File: src/verilog/tds_pkg.sv
package tds_pkg;
	// ----------------------------------------
	// clock and timing
	// ----------------------------------------
	localparam int CLK_MHZ          = 100;
	localparam int FM_TMO_US        = 1000;
	localparam int FM_TMO_CYC_DFLT  = FM_TMO_US * CLK_MHZ;
	localparam int TMO_W            = 24;

	// ----------------------------------------
	// register map (byte addresses)
	// ----------------------------------------
	localparam logic [7:0] A_CTRL      = 8'h00;
	localparam logic [7:0] A_CFG0      = 8'h04;
	localparam logic [7:0] A_CFG1      = 8'h08;
	localparam logic [7:0] A_STATUS    = 8'h0c;
	localparam logic [7:0] A_IRQ_STAT  = 8'h10;
	localparam logic [7:0] A_IRQ_MASK  = 8'h14;
	localparam int         CTRL_START  = 8;
	localparam logic [15:0] RST_COUNT  = 16'h0001;
	localparam logic [15:0] RST_LENGTH = 16'h0400;

	// ----------------------------------------
	// program numbers and error codes
	// ----------------------------------------
	localparam logic [7:0] P_WBR   = 8'h25;
	localparam logic [7:0] P_WR    = 8'h26;
	localparam logic [7:0] P_SREV  = 8'h27;
	localparam logic [7:0] P_RFWD  = 8'h28;
	localparam logic [7:0] P_RREV  = 8'h29;
	localparam logic [7:0] P_REW   = 8'h30;
	localparam logic [7:0] P_FM    = 8'h31;
	localparam logic [7:0] E_NONE     = 8'h00;
	localparam logic [7:0] E_ADAPTER  = 8'h01;
	localparam logic [7:0] E_HARD     = 8'h02;
	localparam logic [7:0] E_CORR     = 8'h03;
	localparam logic [7:0] E_FM_HI    = 8'h01;
	localparam logic [7:0] E_FM_LO    = 8'h02;
	localparam logic [7:0] E_FM_EOF   = 8'h03;
	localparam logic [7:0] E_NO_RING  = 8'h89;
	localparam logic [7:0] E_NO_CURR  = 8'h90;
	localparam logic [7:0] E_NO_TEST  = 8'hff;

	typedef enum logic [2:0] {
		OP_WRITE = 3'h0, OP_SPACE_REV = 3'h1, OP_READ_FWD = 3'h2,
		OP_READ_REV = 3'h3, OP_REWIND = 3'h4, OP_FILEMARK = 3'h5,
		OP_REPOS = 3'h6
	} tds_op_e;

	typedef enum logic [7:0] {
		S_IDLE = 8'h01, S_CHECK = 8'h02, S_ISSUE = 8'h04, S_WAIT = 8'h08,
		S_REPOS = 8'h10, S_FM_HI = 8'h20, S_FM_LO = 8'h40, S_END = 8'h80
	} tds_state_e;

	typedef struct packed {
		logic        valid;
		tds_op_e     op;
		logic        speed_hi;
		logic        stream;
		logic [1:0]  pattern;
		logic [1:0]  density;
		logic [15:0] length;
	} tds_cmd_s;

	typedef struct packed {
		logic        ack;
		logic        hard_read_write_fault;
		logic        corrected_fault;
		logic [7:0]  detail;
		logic        eof_seen;
		logic        block_present;
	} tds_rsp_s;

	typedef struct packed {
		logic        adapter_present;
		logic        fw_compat;
		logic        write_ring;
		logic        write_current;
	} tds_cond_s;
endpackage

File: src/verilog/tds_sequencer.sv
// Overview of operation
// RULE_01 - program 25 writes, reverse-spaces, reads N blocks
// RULE_02 - tests use stored speed, count, length, mode
// RULE_03 - program 26 writes N blocks, no read
// RULE_04 - program 27 spaces reverse, data ignored
// RULE_05 - program 28 reads forward, needs adapter board
// RULE_06 - program 29 reads reverse, checks status errors
// RULE_07 - program 30 rewinds to start marker, no errors
// RULE_08 - program 31 writes filemark and checks it
// RULE_09 - filemark codes 01, 02, 03 for failures
// RULE_10 - missing or incompatible adapter gives code 01; the code skips this check for programs 30 and 31
// RULE_11 - hard and corrected faults get separate codes
// RULE_12 - operator runs self-check after write faults
// RULE_13 - non-streaming repositions after every block; the code repositions between blocks only, not after the last block of a phase
// RULE_14 - writers check ring and current first
`timescale 1ns/100ps
`default_nettype none
module tds_sequencer
	import tds_pkg::*;
#(
	parameter int FM_TMO_CYC = FM_TMO_CYC_DFLT
) (
	input  wire logic        sys_clk,
	input  wire logic        rst,
	input  wire logic        psel,
	input  wire logic        penable,
	input  wire logic        pwrite,
	input  wire logic [7:0]  paddr,
	input  wire logic [31:0] pwdata,
	output logic [31:0]      prdata,
	output logic             pready,
	output logic             pslverr,
	output tds_cmd_s         tape_cmd,
	input  wire tds_rsp_s    tape_rsp,
	input  wire tds_cond_s   cond,
	output logic             irq
);
	// ----------------------------------------
	// state
	// ----------------------------------------
	typedef struct packed {
		tds_state_e  st;
		logic [7:0]  prog;
		logic [1:0]  phase;
		logic [15:0] blk;
		logic [15:0] count;
		tds_cmd_s    cmd;
		logic        busy;
		logic [7:0]  err;
		logic [7:0]  detail;
		logic [TMO_W-1:0] tmo;
		logic [1:0]  irq_stat;
		logic [1:0]  irq_mask;
		logic        irq;
		logic [31:0] rdata;
		logic        ready;
		logic        slverr;
	} tds_regs_s;

	tds_regs_s s_q, s_d;

	// one timeout serves both filemark waits; it restarts at each step
	localparam logic [TMO_W-1:0] TMO_LIM = TMO_W'(FM_TMO_CYC - 1);

	function automatic tds_op_e op_of(input logic [7:0] p, input logic [1:0] ph);
		tds_op_e o;
		o = OP_WRITE;
		case (p)
			P_WBR:   o = (ph == 2'h0) ? OP_WRITE : (ph == 2'h1) ? OP_SPACE_REV : OP_READ_FWD;
			P_SREV:  o = OP_SPACE_REV;
			P_RFWD:  o = OP_READ_FWD;
			P_RREV:  o = OP_READ_REV;
			P_REW:   o = OP_REWIND;
			P_FM:    o = OP_FILEMARK;
			default: o = OP_WRITE;
		endcase
		return o;
	endfunction

	wire logic setup  = psel & ~penable;
	wire logic access = psel & penable & s_q.ready;
	wire logic wr     = access & pwrite;
	wire logic last_phase = (s_q.prog != P_WBR) || (s_q.phase == 2'h2);
	wire logic is_writer = (s_q.prog == P_WBR) || (s_q.prog == P_WR) || (s_q.prog == P_FM);
	// unknown numbers end at once with the no-test code
	wire logic known = (s_q.prog >= P_WBR && s_q.prog <= P_RREV) ||
		s_q.prog == P_REW || s_q.prog == P_FM;

	// ----------------------------------------
	// next state
	// ----------------------------------------
	always_comb begin
		logic [1:0] ev;
		logic [15:0] nblk;
		s_d = s_q;
		ev = 2'h0;
		nblk = s_q.blk + 16'h0001;
		s_d.ready = setup;
		s_d.slverr = 1'b0;
		if (setup) begin
			s_d.slverr = !(paddr inside {A_CTRL, A_CFG0, A_CFG1, A_STATUS,
				A_IRQ_STAT, A_IRQ_MASK});
			unique case (paddr)
				A_CTRL:     s_d.rdata = {24'h0, s_q.prog};
				A_CFG0:     s_d.rdata = {10'h0, s_q.cmd.density, s_q.cmd.pattern,
					s_q.cmd.stream, s_q.cmd.speed_hi, s_q.count};
				A_CFG1:     s_d.rdata = {16'h0, s_q.cmd.length};
				A_STATUS:   s_d.rdata = {8'h0, s_q.detail, s_q.err, 7'h0, s_q.busy};
				A_IRQ_STAT: s_d.rdata = {30'h0, s_q.irq_stat};
				A_IRQ_MASK: s_d.rdata = {30'h0, s_q.irq_mask};
				default:    s_d.rdata = 32'h0;
			endcase
		end
		// stored selections only change while idle, so a run sees one set
		if (wr && !s_q.busy) begin
			case (paddr)
				A_CTRL: begin
					s_d.prog = pwdata[7:0];
					if (pwdata[CTRL_START]) begin
						s_d.busy = 1'b1;
						s_d.err = E_NONE;
						s_d.detail = 8'h0;
						s_d.phase = 2'h0;
						s_d.blk = 16'h0;
						s_d.st = S_CHECK;
					end
				end
				A_CFG0: begin
					s_d.count = pwdata[15:0];
					s_d.cmd.speed_hi = pwdata[16];
					s_d.cmd.stream = pwdata[17];
					s_d.cmd.pattern = pwdata[19:18];
					s_d.cmd.density = pwdata[21:20];
				end
				A_CFG1: s_d.cmd.length = pwdata[15:0];
				default: ;
			endcase
		end
		if (wr && paddr == A_IRQ_MASK)
			s_d.irq_mask = pwdata[1:0];
		s_d.tmo = s_q.tmo + TMO_W'(1);
		unique case (s_q.st)
			S_IDLE: ;
			S_CHECK: begin
				// adapter first, then ring and current: tape never moves unarmed
				s_d.st = S_END;
				if (!known)
					s_d.err = E_NO_TEST;
				else if (s_q.prog != P_REW && s_q.prog != P_FM &&
					!(cond.adapter_present && cond.fw_compat))
					s_d.err = E_ADAPTER; // RULE_10 RULE_05
				else if (is_writer && !cond.write_ring)
					s_d.err = E_NO_RING; // RULE_14
				else if (is_writer && !cond.write_current)
					s_d.err = E_NO_CURR; // RULE_14
				else if (s_q.count != 16'h0 || s_q.prog == P_REW || s_q.prog == P_FM)
					s_d.st = S_ISSUE;
			end
			S_ISSUE: begin
				s_d.cmd.valid = 1'b1;
				s_d.cmd.op = op_of(s_q.prog, s_q.phase); // RULE_01 RULE_03 RULE_04 RULE_06 RULE_02
				s_d.st = S_WAIT;
			end
			S_REPOS: begin
				s_d.cmd.valid = 1'b1;
				s_d.cmd.op = OP_REPOS; // RULE_13
				s_d.st = S_WAIT;
			end
			S_WAIT: begin
				if (tape_rsp.ack) begin
					s_d.cmd.valid = 1'b0;
					s_d.tmo = '0;
					if (s_q.cmd.op == OP_REPOS)
						s_d.st = S_ISSUE;
					else if (s_q.cmd.op == OP_REWIND)
						s_d.st = S_END; // RULE_07
					else if (s_q.cmd.op == OP_FILEMARK)
						s_d.st = S_FM_HI; // RULE_08
					else if (s_q.cmd.op != OP_SPACE_REV &&
						tape_rsp.hard_read_write_fault) begin
						s_d.err = E_HARD; // RULE_11
						s_d.detail = tape_rsp.detail;
						s_d.st = S_END;
					end else if (s_q.cmd.op != OP_SPACE_REV &&
						tape_rsp.corrected_fault) begin
						s_d.err = E_CORR; // RULE_11
						s_d.detail = tape_rsp.detail;
						s_d.st = S_END;
					end else if (nblk == s_q.count) begin
						s_d.blk = 16'h0;
						s_d.phase = s_q.phase + 2'h1;
						s_d.st = last_phase ? S_END : S_ISSUE; // RULE_01
					end else begin
						s_d.blk = nblk;
						s_d.st = s_q.cmd.stream ? S_ISSUE : S_REPOS; // RULE_13
					end
				end
			end
			S_FM_HI: begin
				if (tape_rsp.block_present) begin
					s_d.tmo = '0;
					s_d.st = S_FM_LO;
				end else if (s_q.tmo == TMO_LIM) begin
					s_d.err = E_FM_HI; // RULE_09
					s_d.st = S_END;
				end
			end
			S_FM_LO: begin
				if (!tape_rsp.block_present) begin
					s_d.err = tape_rsp.eof_seen ? E_NONE : E_FM_EOF; // RULE_09 RULE_08
					s_d.st = S_END;
				end else if (s_q.tmo == TMO_LIM) begin
					s_d.err = E_FM_LO; // RULE_09
					s_d.st = S_END;
				end
			end
			S_END: begin
				s_d.busy = 1'b0;
				ev = (s_q.err == E_NONE) ? 2'h1 : 2'h3;
				s_d.st = S_IDLE;
			end
		endcase
		// a new event beats a clearing write in the same cycle
		if (wr && paddr == A_IRQ_STAT)
			s_d.irq_stat = s_q.irq_stat & ~pwdata[1:0];
		s_d.irq_stat = s_d.irq_stat | ev;
		s_d.irq = |(s_d.irq_stat & s_d.irq_mask);
	end

	always_ff @(posedge sys_clk) begin
		if (rst) begin
			s_q <= '0;
			s_q.st <= S_IDLE;
			s_q.count <= RST_COUNT;
			s_q.cmd.length <= RST_LENGTH;
		end else begin
			s_q <= s_d;
		end
	end

	assign prdata   = s_q.rdata;
	assign pready   = s_q.ready;
	assign pslverr  = s_q.slverr;
	assign tape_cmd = s_q.cmd;
	assign irq      = s_q.irq;
endmodule
`default_nettype wire
File: config.mk
export PLATFORM = sky130hd
export DESIGN_NAME = tds_sequencer
export DESIGN_NICKNAME = d
export VERILOG_FILES = /design/src/verilog/tds_pkg.sv /design/src/verilog/tds_sequencer.sv
export SDC_FILE = /design/constraint.sdc
export NUM_CORES = 1
export LEC_CHECK = 0
export BUFFER_PORTS_ARGS = -buffer_cell sky130_fd_sc_hd__buf_4
export CORE_UTILIZATION = 58
export CTS_CLUSTER_SIZE = 25
export DETAILED_ROUTE_END_ITERATION = 7
export GPL_ROUTABILITY_DRIVEN = 0
export PLACE_DENSITY = 0.81
export SYNTH_ARGS = -nofsm -noshare
export SYNTH_HDL_FRONTEND = slang
export SYNTH_SLANG_ARGS = --single-unit
File: constraint.sdc
create_clock -name sys_clk -period 3.8 [get_ports sys_clk]
set_clock_uncertainty 0.2 [all_clocks]
set_input_delay 0.57 -clock sys_clk [delete_from_list [all_inputs] [get_ports sys_clk]]
set_output_delay 0.57 -clock sys_clk [all_outputs]
set_load 0.01 [all_outputs]
# Word-level counts from Yosys, hierarchy flattened
# Index checks and enable logic that the tools add are counted.
# totals
out_inout_bits,61
ff_bits,156
# op_classes
eq_ne,31
n_addsub,3
order_cmp,2
n_reduce_logical,39
bitwise,10
muxes,65
# op_table
operator,count
$mux W8,26
$mux W16,10
$mux W18,8
$pmux W24 S6,1
$eq A8 B6 Y1 const B,8
$mux W50,1
$pmux W24 S2,1
$pmux W8 S6,1
$mux W40,1
$mux W34,1
$pmux W8 S4,1
$add A24 B1 Y24 const B,1
$eq A24 B17 Y1 const B,1
$eq A8 B4 Y1 const B,3
$eq A8 B5 Y1 const B,3
$mux W24,1
$ne A8 B6 Y1 const B,3
$pmux W3 S6,1
$add A16 B1 Y16 const B,1
$eq A16 B16 Y1,1
$eq A8 B3 Y1 const B,2
$logic_not A8 Y1,2
$mux W2,8
$reduce_bool A16 Y1,1
29 further kinds,63

# Logic depth before layout (Yosys ltp)
# depth
ltp_word,13
mapped_depth,11
depth_no_buf,8

# Worst setup path after synthesis
# No wires, ideal clock.
# synth_timing
path_kind,input-to-reg
from,input paddr[0]
to,register s_q[155] (netlist name)
path_slack_ns,1.017
path_stages,7
required_time_ns,3.480
path_buffers,0
setup_time_ns,0.120
t_arrival_ns,2.464
cell_sequence,or4_4 > nor4_4 > nand4b_1 > a21o_1 > a221oi_1 > o21ai_1 > o31a_1
# synth_between
elab_chain_cells,6
word_cells_on_any_way,8
cone_classes,7 x mux; 1 x reduce/logical
# synth_lines
item,line_no,source
from (decl),tds_sequencer.sv:28,"input wire logic [7:0] paddr,"
$logic_not A8 Y1 (*),tds_sequencer.sv:116,case (paddr)
$mux W34 (*),tds_sequencer.sv:116,
$mux W50 (*),tds_sequencer.sv:115,if (wr && !s_q.busy) begin
$mux W8,"tds_sequencer.sv:203, tds_sequencer.sv:212",
"$mux W8, on equally long branches","tds_sequencer.sv:209, tds_sequencer.sv:200",
$pmux W8 S6 (*),tds_sequencer.sv:142,unique case (s_q.st)
to (decl),tds_sequencer.sv:60,"tds_regs_s s_q, s_d;"
# Mark *: on every way between the ends. The rest lies on a longest branch, timed or not.
# A chain may end at the register's enable or synchronous reset.

# Worst setup path in the final report
# layout_timing
from,register s_q[122] (netlist name)
to,register s_q[124] (netlist name)
# layout_between
elab_chain_cells,10
# layout_lines
item,line_no,source
$add A16 B1 Y16 (*),tds_sequencer.sv:97,nblk = s_q.blk + 16'h0001;
$eq A16 B16 Y1,tds_sequencer.sv:189,end else if (nblk == s_q.count) begin
$mux W16 (*),tds_sequencer.sv:189,
$mux W18 (*),tds_sequencer.sv:184,end else if (s_q.cmd.op != OP_SPACE_REV &&
$mux W18 (*),tds_sequencer.sv:179,else if (s_q.cmd.op != OP_SPACE_REV &&
$mux W18 (*),tds_sequencer.sv:177,else if (s_q.cmd.op == OP_FILEMARK)
$mux W18 (*),tds_sequencer.sv:175,else if (s_q.cmd.op == OP_REWIND)
$mux W18 (*),tds_sequencer.sv:173,if (s_q.cmd.op == OP_REPOS)
$mux W18 (*),tds_sequencer.sv:170,if (tape_rsp.ack) begin
$mux W18 (*),tds_sequencer.sv:142,
# Marked as above.

==> impl_summary.log <==
INFO  metric cts_root_buffer = sky130_fd_sc_hd__clkbuf_16
INFO  metric critical_path.endpoint_type = register
INFO  metric setup_buffers_after_cts = 0
INFO  metric synth_top_area_share = 0.368
INFO  metric worst_path_fanout_max = 7
INFO  metric timing_worst_setup_path_type = reg2reg
INFO  metric setup_slack = 0.684 ns
INFO  metric timing_max_transition_violations_final = 0
INFO  metric cts_tree = done
INFO  metric fin_tns_setup = 0 ns
INFO  metric avgViaCountPerCell = 6.10
INFO  metric regToRegSetupSlack = around 0.7 ns
INFO  metric floorplan.die.height = 120 um
INFO  metric cts_inserted_buffers = 17
INFO  metric floorplan.die.width = 120 um
INFO  metric period_minus_slack = around 3.1 ns
INFO  metric ratio_of_final_minimum_period_to_clock_period = 0.820
INFO  metric timing.slew.headroom = 0.399
INFO  metric hold_path.class = in2reg
INFO  metric hold_path_startpoint = pwdata[16]
INFO  metric yosys.area.top_type = sky130_fd_sc_hd__dfxtp_1
INFO  metric cts.reportedPaths.clkPinSlew = ~0.06 ns
INFO  metric worstSkewPairLatency = 0.43 ns
INFO  metric synth_ff_type = sky130_fd_sc_hd__dfxtp_1
INFO  metric avgSynthCellArea = 7.99 um^2
INFO  metric critical_path.top_delay_family = simple AND/OR/NAND/NOR gates
INFO  metric critical_path.max_stage_delay = ~0.50 ns
INFO  metric synth_most_common_cell = sky130_fd_sc_hd__dfxtp_1
INFO  metric drive_above_1_share = 0.162
INFO  metric status = completed
INFO  metric synth_cell_type_count = 73
INFO  metric grt.overflow.total = 0
INFO  metric synth_edf_count = 0
INFO  metric drc_violations_left = 0
INFO  metric yosys-top-cells-count = sky130_fd_sc_hd__dfxtp_1 (148), sky130_fd_sc_hd__nand2_1 (123), sky130_fd_sc_hd__nor2_1 (103)
INFO  metric initial_antenna_violation_count = 0
INFO  metric worst_r2r_start = s_q[122]
INFO  metric cts_hold_buffers = 0
INFO  metric yosys-top-cells-area = sky130_fd_sc_hd__dfxtp_1 (37%), sky130_fd_sc_hd__nand2_1 (5.7%), sky130_fd_sc_hd__buf_4 (5.6%), sky130_fd_sc_hd__nor2_1 (4.8%), sky130_fd_sc_hd__a21oi_1 (4.7%)
INFO  metric cp_data_arrival_time = approximately 3.2 ns
INFO  metric drt-wirelength-per-cell = 16.9 um
INFO  metric final_cell_count_no_fill = 1,218
INFO  metric power.density = 381 nW/um^2
INFO  metric grt_pass1_wl = 33,400 um
INFO  metric placement.cell_area = 8480 um^2
INFO  metric ys_async_sr_fraction = 0
INFO  metric synth.cell_area = 8050 um^2
INFO  metric starting_density = 0.601
INFO  metric clock_sink_count = roughly 150
INFO  metric worst_tran_pin_value = 0.898 ns
INFO  metric fmax = 0.321 GHz
INFO  metric finalSetupViolations = 0
INFO  metric fin_area = 9090 um^2
INFO  metric pin_count = 123
INFO  metric drtPass1Iterations = 8
INFO  metric startpoint_type = register
INFO  metric preCtsSetupSlack = 0.708 ns
INFO  metric rsz0062_at_grt = no
INFO  metric synth_cells = around 1,000
INFO  metric reg2regPathDepth = 9
INFO  metric fp.coreArea = 13,400 um^2
INFO  metric diodes = 0
INFO  metric wirelength = 20,600 um
INFO  metric worst_r2r_endpoint = s_q[124]
INFO  metric yosysWarningCount = 0
INFO  metric cp.required = between 3 and 4 ns
INFO  metric synth_seq_area_share = 0.368
INFO  metric filler_cell_count = around 1,100
INFO  metric final_net_count = about 1,100
INFO  metric portBuffers = about 100
INFO  metric ctsHtreeMaxLevel = 4
INFO  metric finalHoldWorstSlack = about 0.19 ns
INFO  metric cts_buffer_depth = 2
INFO  metric post_cts.resized_instances = 0
INFO  metric postSynthRegisterBits = approximately 150
INFO  metric grt_max_degree = 74
INFO  metric min_delay_path_depth = 3
INFO  metric crit_path_cell_trace = ha_1, nand4_2, or3_1, xnor2_1, nand4_1, nor4_4, buf_4, nor3_2, a31o_1
INFO  metric floorplan.rows = 42
INFO  metric cp.buffers_inverters = 1
INFO  metric cp_slowest_cell = sky130_fd_sc_hd__or3_1
INFO  metric layout-area-overhead-vs-synth = 12.9%
INFO  metric place.detailed.hpwl = between 10,000 and 15,000 um
INFO  metric via_count_of_the_first_global_routing_pass = 6,775
INFO  metric cap_violations = 0
INFO  metric dieArea = 14,400 um^2
INFO  metric initialDrtViolationCount = a little over 700
INFO  metric gr-usage-all-layers = 0.292
INFO  metric worst_hold_path.endpoint = tape_cmd[21]
INFO  metric total_leakage_power = 0.00353 uW
INFO  metric via_count = around 7,400
INFO  metric numPlacedInstances = 1,187
INFO  metric hold_vio_cnt_final = 0
INFO  metric vdd_drop_max = between 0.3 and 0.4 mV
INFO  metric antenna_violating_nets_post_route = 0
-- power by group --
part,internal [uW],switching [uW]
Sequential,1560,6.02
Combinational,63.5,87.3
Clock,1060,690
-- placed cells by master, fill, tap and decap left out, types with 9 or more instances in the layout --
| master | Yosys | layout |
|---|---|---|
| sky130_fd_sc_hd__a21o_1 | 16 | 16 |
| sky130_fd_sc_hd__xnor2_1 | 19 | 19 |
| sky130_fd_sc_hd__and3_1 | 14 | 14 |
| sky130_fd_sc_hd__a21oi_1 | 75 | 75 |
| sky130_fd_sc_hd__nand2_1 | 123 | 123 |
| sky130_fd_sc_hd__or4_1 | 10 | 10 |
| sky130_fd_sc_hd__nor2_1 | 103 | 103 |
| sky130_fd_sc_hd__o211ai_1 | 11 | 11 |
| sky130_fd_sc_hd__mux2i_1 | 20 | 20 |
| sky130_fd_sc_hd__xor2_1 | 26 | 26 |
| sky130_fd_sc_hd__buf_4 | 60 | 121 |
| sky130_fd_sc_hd__nand2b_1 | 12 | 12 |
| sky130_fd_sc_hd__o21ai_0 | 25 | 25 |
| sky130_fd_sc_hd__nor4_1 | 16 | 16 |
| sky130_fd_sc_hd__dfxtp_1 | 148 | 148 |
| sky130_fd_sc_hd__a222oi_1 | 10 | 10 |
| sky130_fd_sc_hd__inv_1 | 18 | 18 |
| sky130_fd_sc_hd__nand4b_1 | 17 | 17 |
| sky130_fd_sc_hd__nand4_1 | 11 | 11 |
| sky130_fd_sc_hd__or3_1 | 13 | 13 |
| sky130_fd_sc_hd__a22oi_1 | 9 | 9 |
| sky130_fd_sc_hd__nor2b_1 | 10 | 10 |
| sky130_fd_sc_hd__nand3_1 | 53 | 53 |
| sky130_fd_sc_hd__clkbuf_16 | 0 | 17 |
| sky130_fd_sc_hd__nor3_1 | 26 | 26 |
-- tightest hold or removal path: stages --
cell,delay [ns]
sky130_fd_sc_hd__buf_4,0.11
sky130_fd_sc_hd__nand2_1,0.04
sky130_fd_sc_hd__a21oi_1,0.05
-- through the flow --
stage,total power [uW],util
2_1_floorplan,1690,-
3_3_place_gp,1750,0.633
3_5_place_dp,1750,0.633
4_1_cts,3470,0.678
5_1_grt,3550,0.678
6_report,3470,0.678
-- kinds of logic after synthesis --
group                      Yosys count  synth area share
other                                1          0.000466
and+or+nand+nor                    443             0.285
DFF                                148             0.368
xor gates and xnor gates            45            0.0490
AOI/OAI and AO/OA                  201             0.163
muxes                               21            0.0263
buffers and inverters              143            0.0993
adders and majority gates            6           0.00932
-- layout make-up --
cell class              instances  area [um^2]  share of cell area
multi-input cells             724         4320               0.475
well taps                     176          220              0.0242
flip-flops and latches        148         2960               0.326
repair buffers                121          908              0.0999
inverters                      18         67.6             0.00743
clock inverters                13          173              0.0190
clock buffers                  18          439              0.0483
-- per-layer routing --
layer | GRT usage | share of wire | vias to the layer above
met3 | 0.0632 | 0.073 | 37
met2 | 0.469 | 0.47 | 307
met1 | 0.383 | 0.44 | 3514
met5 | 0 | 0 | -
met4 | 0.114 | 0.022 | 0
li1 | - | - | 3569
-- sequential cells by signal, summed over array words and instances, names as in the netlist --
name,count
tape_cmd,26
s_q,95
prdata,24
pready,1
pslverr,1
irq,1
-- worst max path at each step --
stage	start	to	slack (ns)	cells past startpoint
finish	s_q[122]	s_q[124]	0.68	9
global route	s_q[122]	s_q[124]	0.49	9
CTS	s_q[122]	s_q[124]	0.73	9
detailed placement	paddr[0]	s_q[128]	0.71	9
global placement	paddr[0]	s_q[124]	0.72	9
floorplan	paddr[0]	s_q[155]	1.02	7
No activity file was read; power rests on OpenSTA's default activity.
